==> src/rtl/pmc_pkg.sv <==
// constants shared by the power mode control block
package pmc_pkg;
	// =====================================================
	// register map
	localparam logic [3:0] PMC_ADDR_POWER_CONTROL = 4'h0;
	localparam logic [3:0] PMC_ADDR_STATUS        = 4'h1;
	localparam logic [7:0] PMC_POWER_CONTROL_RST  = 8'h00;
	localparam logic [7:0] PMC_WRITE_MASK         = 8'hDF;
	// =====================================================
	// field positions
	localparam int PMC_BIT_BAUD_DOUBLE  = 7;
	localparam int PMC_BIT_FRAME_ERR    = 6;
	localparam int PMC_BIT_RESERVED     = 5;
	localparam int PMC_BIT_POWER_ON     = 4;
	localparam int PMC_BIT_GENERAL_ONE  = 3;
	localparam int PMC_BIT_GENERAL_ZERO = 2;
	localparam int PMC_BIT_POWERDOWN    = 1;
	localparam int PMC_BIT_SLEEP        = 0;
	// =====================================================
	// timing
	localparam int PMC_CLK_MHZ             = 250;
	localparam int PMC_RESET_HOLD_CLOCKS   = 24;
	localparam int PMC_WAKE_COUNT_DEFAULT  = 32768;
	localparam int PMC_WAKE_CNT_W          = 16;
	localparam int PMC_RESET_CNT_W         = 5;
	// =====================================================
	// power state machine
	typedef enum logic [1:0]
	{
		PMC_RUN   = 2'b00,
		PMC_IDLE  = 2'b01,
		PMC_DOWN  = 2'b11,
		PMC_STABL = 2'b10
	} pmc_state_type;
endpackage : pmc_pkg

==> src/rtl/pmc_sync.sv <==
// three-stage input synchroniser with agreement filter
module pmc_sync
#(
	parameter int WIDTH = 1,
	parameter logic [WIDTH-1:0] INIT = '0
)
(
	input  wire logic             clk,
	input  wire logic             rst_n,
	input  wire logic [WIDTH-1:0] async_in,
	output logic      [WIDTH-1:0] sync_out
);
	logic [WIDTH-1:0] s1_q, s2_q, s3_q, out_q;
	logic [WIDTH-1:0] out_d;

	always_comb
	begin
		out_d = out_q;
		for (int i = 0; i < WIDTH; i++)
		begin
			if (s2_q[i] == s3_q[i])
			begin
				out_d[i] = s3_q[i];
			end
		end
	end

	always_ff @(posedge clk or negedge rst_n)
	begin
		if (!rst_n)
		begin
			s1_q  <= INIT;
			s2_q  <= INIT;
			s3_q  <= INIT;
			out_q <= INIT;
		end
		else
		begin
			s1_q  <= async_in;
			s2_q  <= s1_q;
			s3_q  <= s2_q;
			out_q <= out_d;
		end
	end

	assign sync_out = out_q;
endmodule // pmc_sync

==> src/rtl/pmc_wake_timer.sv <==
// oscillator stabilisation counter after interrupt wake-up
module pmc_wake_timer
#(
	parameter int WAKE_COUNT = pmc_pkg::PMC_WAKE_COUNT_DEFAULT
)
(
	input  wire logic clk,
	input  wire logic rst_n,
	input  wire logic start,
	output logic      done
);
	localparam logic [pmc_pkg::PMC_WAKE_CNT_W:0] LAST = (pmc_pkg::PMC_WAKE_CNT_W+1)'(WAKE_COUNT - 1);
	logic [pmc_pkg::PMC_WAKE_CNT_W:0] cnt_q, cnt_d;
	logic                             run_q, run_d;
	logic                             done_q, done_d;

	always_comb
	begin
		cnt_d  = cnt_q;
		run_d  = run_q;
		done_d = 1'b0;
		if (start)
		begin
			cnt_d = '0;
			run_d = 1'b1;
		end
		else if (run_q)
		begin
			if (cnt_q == LAST)
			begin
				run_d  = 1'b0;
				done_d = 1'b1;
			end
			else
			begin
				cnt_d = cnt_q + 1'b1;
			end
		end
	end

	always_ff @(posedge clk or negedge rst_n)
	begin
		if (!rst_n)
		begin
			cnt_q  <= '0;
			run_q  <= 1'b0;
			done_q <= 1'b0;
		end
		else
		begin
			cnt_q  <= cnt_d;
			run_q  <= run_d;
			done_q <= done_d;
		end
	end

	assign done = done_q;
endmodule // pmc_wake_timer

==> src/rtl/pmc_power_mode_control.sv <==
// power control register, idle and power-down sequencing
module pmc_power_mode_control
#(
	parameter int WAKE_COUNT = pmc_pkg::PMC_WAKE_COUNT_DEFAULT
)
(
	input  wire logic       clk,
	input  wire logic       rst_n,
	input  wire logic       power_on_event,
	input  wire logic [3:0] reg_addr,
	input  wire logic [7:0] reg_wdata,
	input  wire logic       reg_wr,
	input  wire logic       reg_rd,
	output logic      [7:0] reg_rdata,
	input  wire logic       instr_done,
	input  wire logic       irq_pending,
	input  wire logic       reset_pin,
	input  wire logic [3:0] ext_interrupt_pins,
	input  wire logic [3:0] ext_interrupt_enable,
	input  wire logic       rxd_pin,
	input  wire logic       rxd_wake_enable,
	input  wire logic       timer0_count_pin,
	input  wire logic       timer1_count_pin,
	input  wire logic [1:0] timer_wake_enable,
	output logic            cpu_clk_en,
	output logic            periph_clk_en,
	output logic            osc_enable,
	output logic            flash_enable,
	output logic            hold_state,
	output logic            strobe_force_high,
	output logic            internal_reset,
	output logic            restart_at_zero,
	output logic            baud_double,
	output logic            frame_error_select,
	output logic            wake_irq_pulse
);
	// =====================================================
	// synchronised pins
	logic       reset_s;
	logic [7:0] pins_s;
	logic [7:0] pins_prev_q;
	logic [7:0] pins_prev_d;

	pmc_sync #(.WIDTH(1), .INIT(1'b0)) u_sync_rst
	(
		.clk      (clk),
		.rst_n    (rst_n),
		.async_in (reset_pin),
		.sync_out (reset_s)
	);

	pmc_sync #(.WIDTH(8), .INIT(8'hFF)) u_sync_pins
	(
		.clk      (clk),
		.rst_n    (rst_n),
		.async_in ({timer1_count_pin, timer0_count_pin, rxd_pin, power_on_event, ext_interrupt_pins}),
		.sync_out (pins_s)
	);

	// =====================================================
	// wake source decode
	logic [7:0] wake_en;
	logic       wake_edge;
	logic       power_on_s;

	function automatic logic fall_hit(input logic [7:0] prev, input logic [7:0] cur, input logic [7:0] en);
		fall_hit = |(prev & ~cur & en);
	endfunction

	function automatic logic is_clocked(input pmc_pkg::pmc_state_type s);
		is_clocked = (s == pmc_pkg::PMC_RUN) || (s == pmc_pkg::PMC_IDLE);
	endfunction

	function automatic logic is_ctrl_addr(input logic [3:0] a);
		is_ctrl_addr = (a == pmc_pkg::PMC_ADDR_POWER_CONTROL);
	endfunction

	assign power_on_s = pins_s[4];
	assign wake_en    = {timer_wake_enable, rxd_wake_enable, 1'b0, ext_interrupt_enable};
	assign wake_edge  = fall_hit(pins_prev_q, pins_s, wake_en);

	// =====================================================
	// reset pin hold counter
	logic [pmc_pkg::PMC_RESET_CNT_W-1:0] rcnt_q, rcnt_d;
	logic                                pin_reset;
	logic                                pin_reset_q;
	logic                                power_on_q;
	logic                                power_on_d;

	always_comb
	begin
		pins_prev_d = pins_s;
		rcnt_d = rcnt_q;
		if (!reset_s)
		begin
			rcnt_d = '0;
		end
		else if (rcnt_q != pmc_pkg::PMC_RESET_CNT_W'(pmc_pkg::PMC_RESET_HOLD_CLOCKS))
		begin
			rcnt_d = rcnt_q + 1'b1;
		end
	end

	// 24 clock hold makes internal reset
	assign pin_reset  = (rcnt_q == pmc_pkg::PMC_RESET_CNT_W'(pmc_pkg::PMC_RESET_HOLD_CLOCKS));
	assign power_on_d = power_on_s;

	// edge history resets to idle levels, no false edge
	always_ff @(posedge clk or negedge rst_n)
	begin
		if (!rst_n)
		begin
			rcnt_q      <= '0;
			pin_reset_q <= 1'b0;
			power_on_q  <= 1'b1;
			pins_prev_q <= 8'hFF;
		end
		else
		begin
			rcnt_q      <= rcnt_d;
			pin_reset_q <= pin_reset;
			power_on_q  <= power_on_d;
			pins_prev_q <= pins_prev_d;
		end
	end

	// =====================================================
	// power control register and state machine
	logic [7:0]              power_control_q, power_control_d;
	pmc_pkg::pmc_state_type  state_q, state_d;
	logic                    timer_start;
	logic                    timer_done;
	logic                    wake_irq_d, wake_irq_q;
	logic                    zero_d, zero_q;
	logic [7:0]              rdata_d, rdata_q;

	always_comb
	begin
		power_control_d      = power_control_q;
		state_d     = state_q;
		timer_start = 1'b0;
		wake_irq_d  = 1'b0;
		zero_d      = 1'b0;
		if (power_on_s && !power_on_q)
		begin
			power_control_d[pmc_pkg::PMC_BIT_POWER_ON] = 1'b1;
		end
		if (reg_wr && is_ctrl_addr(reg_addr))
		begin
			// flags and controls writable; bit 5 ignored
			power_control_d = reg_wdata & pmc_pkg::PMC_WRITE_MASK;
			if (power_on_s && !power_on_q)
			begin
				power_control_d[pmc_pkg::PMC_BIT_POWER_ON] = 1'b1;
			end
		end
		case (state_q)
			pmc_pkg::PMC_RUN:
			begin
				if (instr_done && power_control_q[pmc_pkg::PMC_BIT_POWERDOWN])
				begin
					state_d = pmc_pkg::PMC_DOWN;
				end
				else if (instr_done && power_control_q[pmc_pkg::PMC_BIT_SLEEP])
				begin
					state_d = pmc_pkg::PMC_IDLE;
				end
			end
			pmc_pkg::PMC_IDLE:
			begin
				if (irq_pending)
				begin
					power_control_d[pmc_pkg::PMC_BIT_SLEEP] = 1'b0;
					state_d = pmc_pkg::PMC_RUN;
				end
			end
			pmc_pkg::PMC_DOWN:
			begin
				if (wake_edge)
				begin
					power_control_d[pmc_pkg::PMC_BIT_POWERDOWN] = 1'b0;
					timer_start = 1'b1;
					state_d = pmc_pkg::PMC_STABL;
				end
			end
			default:
			begin
				if (timer_done)
				begin
					wake_irq_d = 1'b1;
					state_d = pmc_pkg::PMC_RUN;
				end
			end
		endcase
		// reset pin overrides every mode; restart at zero
		if (pin_reset)
		begin
			zero_d  = (state_q == pmc_pkg::PMC_DOWN) || (state_q == pmc_pkg::PMC_STABL) || !pin_reset_q;
			state_d = pmc_pkg::PMC_RUN;
			power_control_d  = (power_control_d & (8'h01 << pmc_pkg::PMC_BIT_POWER_ON));
		end
	end

	always_ff @(posedge clk or negedge rst_n)
	begin
		if (!rst_n)
		begin
			power_control_q      <= pmc_pkg::PMC_POWER_CONTROL_RST;
			state_q     <= pmc_pkg::PMC_RUN;
			wake_irq_q  <= 1'b0;
			zero_q      <= 1'b0;
		end
		else
		begin
			power_control_q      <= power_control_d;
			state_q     <= state_d;
			wake_irq_q  <= wake_irq_d;
			zero_q      <= zero_d;
		end
	end

	// =====================================================
	// register read port
	always_comb
	begin
		rdata_d = 8'h00;
		if (reg_rd && is_ctrl_addr(reg_addr))
		begin
			rdata_d = power_control_q;
		end
		else if (reg_rd && reg_addr == pmc_pkg::PMC_ADDR_STATUS)
		begin
			rdata_d = {6'h00, state_q};
		end
	end

	always_ff @(posedge clk or negedge rst_n)
	begin
		if (!rst_n)
		begin
			rdata_q <= 8'h00;
		end
		else
		begin
			rdata_q <= rdata_d;
		end
	end

	pmc_wake_timer #(.WAKE_COUNT(WAKE_COUNT)) u_wake_timer
	(
		.clk   (clk),
		.rst_n (rst_n),
		.start (timer_start),
		.done  (timer_done)
	);

	// =====================================================
	// outputs
	// CPU clock gated outside run
	assign cpu_clk_en         = (state_q == pmc_pkg::PMC_RUN);
	assign periph_clk_en      = is_clocked(state_q);
	// oscillator and flash stop in power-down
	assign osc_enable         = (state_q != pmc_pkg::PMC_DOWN);
	assign flash_enable       = is_clocked(state_q);
	// hold CPU and pins, strobes high
	assign hold_state         = (state_q != pmc_pkg::PMC_RUN);
	assign strobe_force_high  = (state_q == pmc_pkg::PMC_IDLE);
	assign internal_reset     = pin_reset;
	assign restart_at_zero    = zero_q;
	assign baud_double        = power_control_q[pmc_pkg::PMC_BIT_BAUD_DOUBLE];
	assign frame_error_select = power_control_q[pmc_pkg::PMC_BIT_FRAME_ERR];
	assign wake_irq_pulse     = wake_irq_q;
	assign reg_rdata          = rdata_q;
endmodule // pmc_power_mode_control

==> config.mk <==
export PLATFORM = sky130hd
export DESIGN_NAME = pmc_power_mode_control
export DESIGN_NICKNAME = d
export VERILOG_FILES = /design/src/rtl/pmc_pkg.sv /design/src/rtl/pmc_sync.sv /design/src/rtl/pmc_wake_timer.sv /design/src/rtl/pmc_power_mode_control.sv
export SDC_FILE = /design/constraint.sdc
export NUM_CORES = 1
export LEC_CHECK = 0
export BUFFER_PORTS_ARGS = -buffer_cell sky130_fd_sc_hd__buf_2
export CORE_MARGIN = 10
export CORE_UTILIZATION = 35
export CTS_CLUSTER_SIZE = 16
export DETAILED_ROUTE_END_ITERATION = 7
export GPL_ROUTABILITY_DRIVEN = 0
export HOLD_SLACK_MARGIN = 0.05
export MAX_ROUTING_LAYER = met4
export SKIP_CTS_REPAIR_TIMING = 1
export SLEW_MARGIN = 10
export SYNTH_ARGS = -nofsm -noshare
export SYNTH_HDL_FRONTEND = slang
export SYNTH_SLANG_ARGS = --single-unit
export TNS_END_PERCENT = 20
==> constraint.sdc <==
create_clock -name clk -period 2 [get_ports clk]
set_input_delay 0.4 -clock clk [delete_from_list [all_inputs] [get_ports clk]]
set_output_delay 0.4 -clock clk [all_outputs]
set_load 0.01 [all_outputs]
# --- Yosys cells after proc, flatten, opt, wreduce, memory -nomap -nowiden ---
# Index checks and enable logic that the tools add are counted.
word_totals:
  regBits: 90
  inputBits: 34
  output_inout_bits: 19
  elab_cells: 109
classes:
  n_addsub: 2
  eq_ne: 22
  mux: 33
  bitwise_logic: 3
  reduce_logical: 21
op_table:
  columns: ["op", "n"]
  rows:
  - ["two-way mux 17 bit", 3]
  - ["two-way mux 8 bit", 3]
  - ["adder 17 x 1 -> 17 bit, second input constant", 1]
  - ["equality test 17 x 15 -> 1 bit, second input constant", 1]
  - ["two-way mux 1 bit", 17]
  - ["bitwise AND 8 bit", 2]
  - ["two-way mux 2 bit", 7]
  - ["two-way mux 5 bit", 2]
  - ["equality test 1 bit", 9]
  - ["inverter 8 bit", 1]
  - ["OR reduction 8 bit", 1]
  - ["logical AND 1 bit", 6]
  - ["!= test 2 bit, second input constant", 3]
  - ["one-hot mux 2 bit (3 select lines)", 1]
  - ["nonzero test 2 bit", 3]
  - ["adder 5 x 1 -> 5 bit, second input constant", 1]
  - ["equality test 5 bit, second input constant", 1]
  - ["!= test 5 bit, second input constant", 1]
  - ["nonzero test 5 bit", 1]
  - ["equality test 2 bit, second input constant", 2]
  - ["equality test 4 x 1 -> 1 bit, second input constant", 1]
  - ["zero test 4 bit", 1]
  - ["!= test 4 x 1 -> 1 bit, second input constant", 1]
  - ["AND reduction 4 bit", 1]
  - ["8 further kinds", 11]

# --- Logic depth before layout (Yosys ltp) ---
logic_depth:
  ltp_word: 8
  mapped_depth: 7

# --- Cells and area by module ---
# Synthesis repeated with hierarchy kept, for this count alone.
hier_totals:
  cells_unflattened: 276
  hier_area_um2: 3524.6
by_module_without_submodules:
  columns: ["mod", "n_inst", "cells_per_inst", "area_each_um2"]
  rows:
  - ["pmc_power_mode_control", 1, 122, 1445.1]
  - ["pmc_wake_timer", 1, 109, 1037.2]
  - ["pmc_sync (u_sync_pins)", 1, 40, 930.9]
  - ["pmc_sync (u_sync_rst)", 1, 5, 111.4]

# --- Worst setup path after synthesis ---
# No wires, ideal clock.
synth_timing:
  path_kind: "register to register"
  from: "reg state_q[0]"
  to: "reg state_q[1]"
  setup_time_ns: 0.078
  t_arrival_ns: 1.889
  required_ns: 1.922
  slack_ns: 0.033
  stages_incl_launch_ff: 8
  period_less_slack_ns: 1.967
  cell_sequence: "dfrtp_1 inv_1 ha_1 or2_2 nor3_1 a221o_1 or4_1 a21oi_1"
synth_via:
  elab_chain_len: 3
synth_rtl:
  columns: ["item", "line_no", "text"]
  rows:
  - ["start: declaration", "pmc_power_mode_control.sv:130", "pmc_pkg::pmc_state_type state_q, state_d;"]
  - ["start signal: assignment", "pmc_power_mode_control.sv:209", "state_q <= pmc_pkg::PMC_RUN;"]
  - ["start signal: assignment", "pmc_power_mode_control.sv:216", "state_q <= state_d;"]
  - ["zero test 2 bit *", null, null]
  - ["named net cpu_clk_en", "pmc_power_mode_control.sv:25", "output logic cpu_clk_en,"]
  - ["!= test 4 x 1 -> 1 bit (no source line), or another cell as far along", null, null]
  - ["AND reduction 4 bit (no source line) or two-way mux 2 bit (tied branches)", null, null]
# The timed path passes the listed nets; every way through them passes the cells marked *.
# A chain may end at the register's enable or synchronous reset.

# --- Final worst setup path ---
layout_timing:
  from: "reg state_q[0]"
  to: "reg state_q[1]"
layout_via:
  elab_chain_len: 3
layout_rtl:
  columns: ["item", "line_no", "text"]
  rows:
  - ["equality test 2 bit, or another cell as far along", "pmc_power_mode_control.sv:157", "case (state_q)"]
  - ["!= test 3 bit (no source line), or another cell as far along", null, null]
  - ["AND reduction 4 bit (no source line) or two-way mux 2 bit (tied branches)", null, null]
# Several ways; a longest one is shown, not always the timed one.

==> reports/metrics.csv <==
stage,metric,value,unit
status,status,completed,
logic_synthesis,ys_warn_count,0,
power_and_ir_drop,intPower,0.003181,W
sta,layout_setup_ws,0.08658,ns
critical_path,cp.required,2.29,ns
power_and_ir_drop,swShare,0.3150,
place,dp_cells,456,
logic_synthesis,ys_seq_area_frac,0.6553,
route,highest_layer,met4,
layout,final_cells,473,
global_routing,grt_overflow,0,
route,drt.antenna.violating_nets,0,
logic_synthesis,synth-seq-cells,88,
power_and_ir_drop,power,0.004644,W
layout,nFillCells,919,
clock_network,cts_htree_levels,3,
place,dp_slack,0.01109,ns
sta,relSlewSlack,0.6124,
floorplanning,core_area,9684,um^2
logic_synthesis,avgSynthCellArea,12.92,um^2
critical_path,worstSetupPathType,flip-flop to flip-flop,
clock_network,clockBufferDepth,2,
layout,finalInstanceArea,4178,um^2
route,vias,2227,
logic_synthesis,netlist_instances,266,
layout,area_growth,21.55,%
layout,mostFrequentLayoutCell,buf_2,
logic_synthesis,yosys.cell_types.count,48,
flow_run,maxCapViolCount,0,
layout,final_util,0.4314,
floorplanning,die-area,14180,um^2
min_path,hold-path-cell-count,1,
min_path,hold_path_end,u_sync_pins.s1_q[5]$_DFF_PN1_,
clock_network,clockRootBuffer,clkbuf_8,
global_routing,gr-usage-all-layers,0.09968,
logic_synthesis,ys.flop_type,dfrtp_1,
power_and_ir_drop,peakVddDrop,0.0006008,V
critical_path,crit_path_start,state_q[0]$_DFFE_PN0P_,
layout,layout.nets,377,
layout,drive_gt1_frac,0.3941,
power_and_ir_drop,seqPwrFrac,0.522,
route,wl_met1,3027,um
route,drt_iter0_drc,110,
power_and_ir_drop,p_sw,0.001463,W
critical_path,end_kind,flip-flop,
sta,fin_crit,1.913,ns
place,dpl.hpwl,4620,um
critical_path,ff2ff_setup_slack,0.09,ns
route,first_pass_iters,4,
power_and_ir_drop,clockPowerShare,0.270,
layout,antenna_cells,0,
logic_synthesis,synth_edf_count,0,
min_path,worstHoldPathType,input port to flip-flop,
critical_path,cp_data_arrival_time,2.20,ns
route,wl_met2,3095,um
floorplanning,boundaryPins,53,
min_path,holdCritStartpoint,rxd_pin,
sta,clock_skew,0.01079,ns
global_routing,antenna_found_initial,0,
power_and_ir_drop,p_per_area,1112,nW/um^2
layout,layout_common_cells,"50 x buf_2, 47 x dfrtp_1, 40 x dfstp_2",
clock_network,clock_sinks,88,
route,drcViolationCount,0,
logic_synthesis,synth.net_count,308,
place,port-buffer-count,51,
floorplanning,rows,36,
route,finalWirelength,6613,um
floorplanning,die_h,119.1,um
place,postPlaceCellArea,3929,um^2
global_routing,grt_pass1_vias,2355,
route,via_per_inst,4.708,
critical_path,rr_worst_depth,7,
route,route.met3.wl,400,um
power_and_ir_drop,p_comb_frac,0.208,
clock_network,cts_tree,built,
critical_path,crit_path_start_kind,flip-flop,
route,wire_per_inst,13.98,um
critical_path,reg2reg_from,state_q[0]$_DFFE_PN0P_,
sta,setup_viol,0,
floorplanning,dieWidth,119.1,um
logic_synthesis,netlist_area,3437,um^2
critical_path,rr_endpoint,state_q[1]$_DFFE_PN0P_,
global_routing,grt_max_degree,40,
clock_network,clock_latency,0.35,ns
sta,worst_pin_slew,0.5760,ns
critical_path,cp_max_fo,5,
global_routing,grt_pass1_wl,11450,um
sta,max_freq,522.6,MHz
floorplanning,start_util,0.3549,
sta,finalHoldViolCount,0,
clock_network,numCtsBuffers,9,
sta,period_share,0.9567,
logic_synthesis,synth-async-reset-ratio,1.000,
sta,slew_viol_final,0,
clock_network,clk_pin_slew,0.09,ns
power_and_ir_drop,p_leak,1.901,nW
==> through the flow <==
step	setup TNS [ns]	hold WS, ns
after floorplan	0	0.1044
after global placement	0	0.3346
after detailed placement	0	0.3373
after CTS	-0.09430	0.002304
after global routing	-0.009363	0.1031
final	0	0.1330
==> Yosys cell counts (2+ instances only) <==
cell | n | area share
ha_1 | 8 | 0.029
a31oi_1 | 5 | 0.0091
nor2_1 | 21 | 0.023
o22ai_1 | 3 | 0.0055
maj3_1 | 9 | 0.026
and3_1 | 5 | 0.0091
or2_2 | 2 | 0.0036
nand3_1 | 7 | 0.010
nand3b_1 | 2 | 0.0044
buf_4 | 2 | 0.0044
xnor2_1 | 8 | 0.020
o21ai_0 | 4 | 0.0058
dfrtp_1 | 48 | 0.35
xor2_1 | 4 | 0.010
and2_1 | 9 | 0.016
nand2_1 | 23 | 0.025
a21oi_1 | 5 | 0.0073
a211oi_1 | 2 | 0.0044
nand4_1 | 2 | 0.0036
a311oi_1 | 2 | 0.0051
mux2i_1 | 10 | 0.029
nor3_1 | 10 | 0.015
nor4_1 | 3 | 0.0055
inv_1 | 8 | 0.0087
dfstp_2 | 40 | 0.31
clkbuf_1 | 2 | 0.0022
==> cell type report <==
cell class | instances | area (um^2) | share of cell area
Clock buffer | 10 | 127.6 | 0.03055
Clock inverter | 6 | 77.57 | 0.01857
Inverter | 9 | 33.78 | 0.008086
Multi-Input combinational cell | 164 | 1156 | 0.2767
Sequential cell | 88 | 2253 | 0.5394
Tap cell | 133 | 166.4 | 0.03983
Timing Repair Buffer | 63 | 362.8 | 0.08685
==> kinds of logic after synthesis <==
group / count (synthesis) / synth area share
other: 1 / 0.001091
adders and majority gates: 17 / 0.05534
buffers and inverters: 14 / 0.01784
xor gates and xnor gates: 12 / 0.03058
DFF: 88 / 0.6553
muxes: 10 / 0.02912
AOI/OAI and AO/OA: 29 / 0.06189
and+or+nand+nor: 95 / 0.1489
==> how the worst max path moves through the flow <==
stage | depth (start not counted) | end | slack (ns)
3_5_place_dp | 7 | state_q[1]$_DFFE_PN0P_ | 0.01
6_report | 7 | state_q[1]$_DFFE_PN0P_ | 0.09
5_1_grt | 7 | state_q[1]$_DFFE_PN0P_ | -0.009
2_1_floorplan | 7 | state_q[1]$_DFFE_PN0P_ | 0.03
3_3_place_gp | 7 | state_q[1]$_DFFE_PN0P_ | 0.08
4_1_cts | 4 | flash_enable | -0.04
==> state kept, by name (all words and copies together) (netlist names), 2 cells and up <==
name                  cells
u_sync_pins.s2_q          8
rcnt_q                    5
u_sync_pins.s3_q          8
reg_rdata                 8
pins_prev_q               8
state_q                   2
u_sync_pins.sync_out      8
u_wake_timer.cnt_q       17
u_sync_pins.s1_q          8
power_control_q           7
==> critical path, cell delays in order, from the launching register on <==
cell and delay, ns:
dfrtp_2 0.46, inv_2 0.10, ha_4 0.16, or2_2 0.13
nor3_1 0.04, a221o_1 0.30, or4_4 0.52, a21oi_2 0.14
==> routing by layer <==
| layer | track usage | up-vias |
|---|---|---|
| met3 | 0.03684 | 10 |
| met2 | 0.1508 | 54 |
| li1 | - | 1064 |
| met1 | 0.1188 | 1099 |
| met4 | 0.03817 | 0 |
| met5 | - | - |
==> power groups by stage <==
stage | Sequential [W] | Clock [W] | Combinational, W
6_report | 0.00243 | 0.00125 | 0.000965
5_1_grt | 0.00248 | 0.00137 | 0.00110
4_1_cts | 0.00242 | 0.00131 | 0.000944
3_5_place_dp | 0.00244 | 0 | 0.000936
3_3_place_gp | 0.00243 | 0 | 0.000909
2_1_floorplan | 0.00238 | 0 | 0.000650
Note: power is estimated with default switching activity, not from simulation.
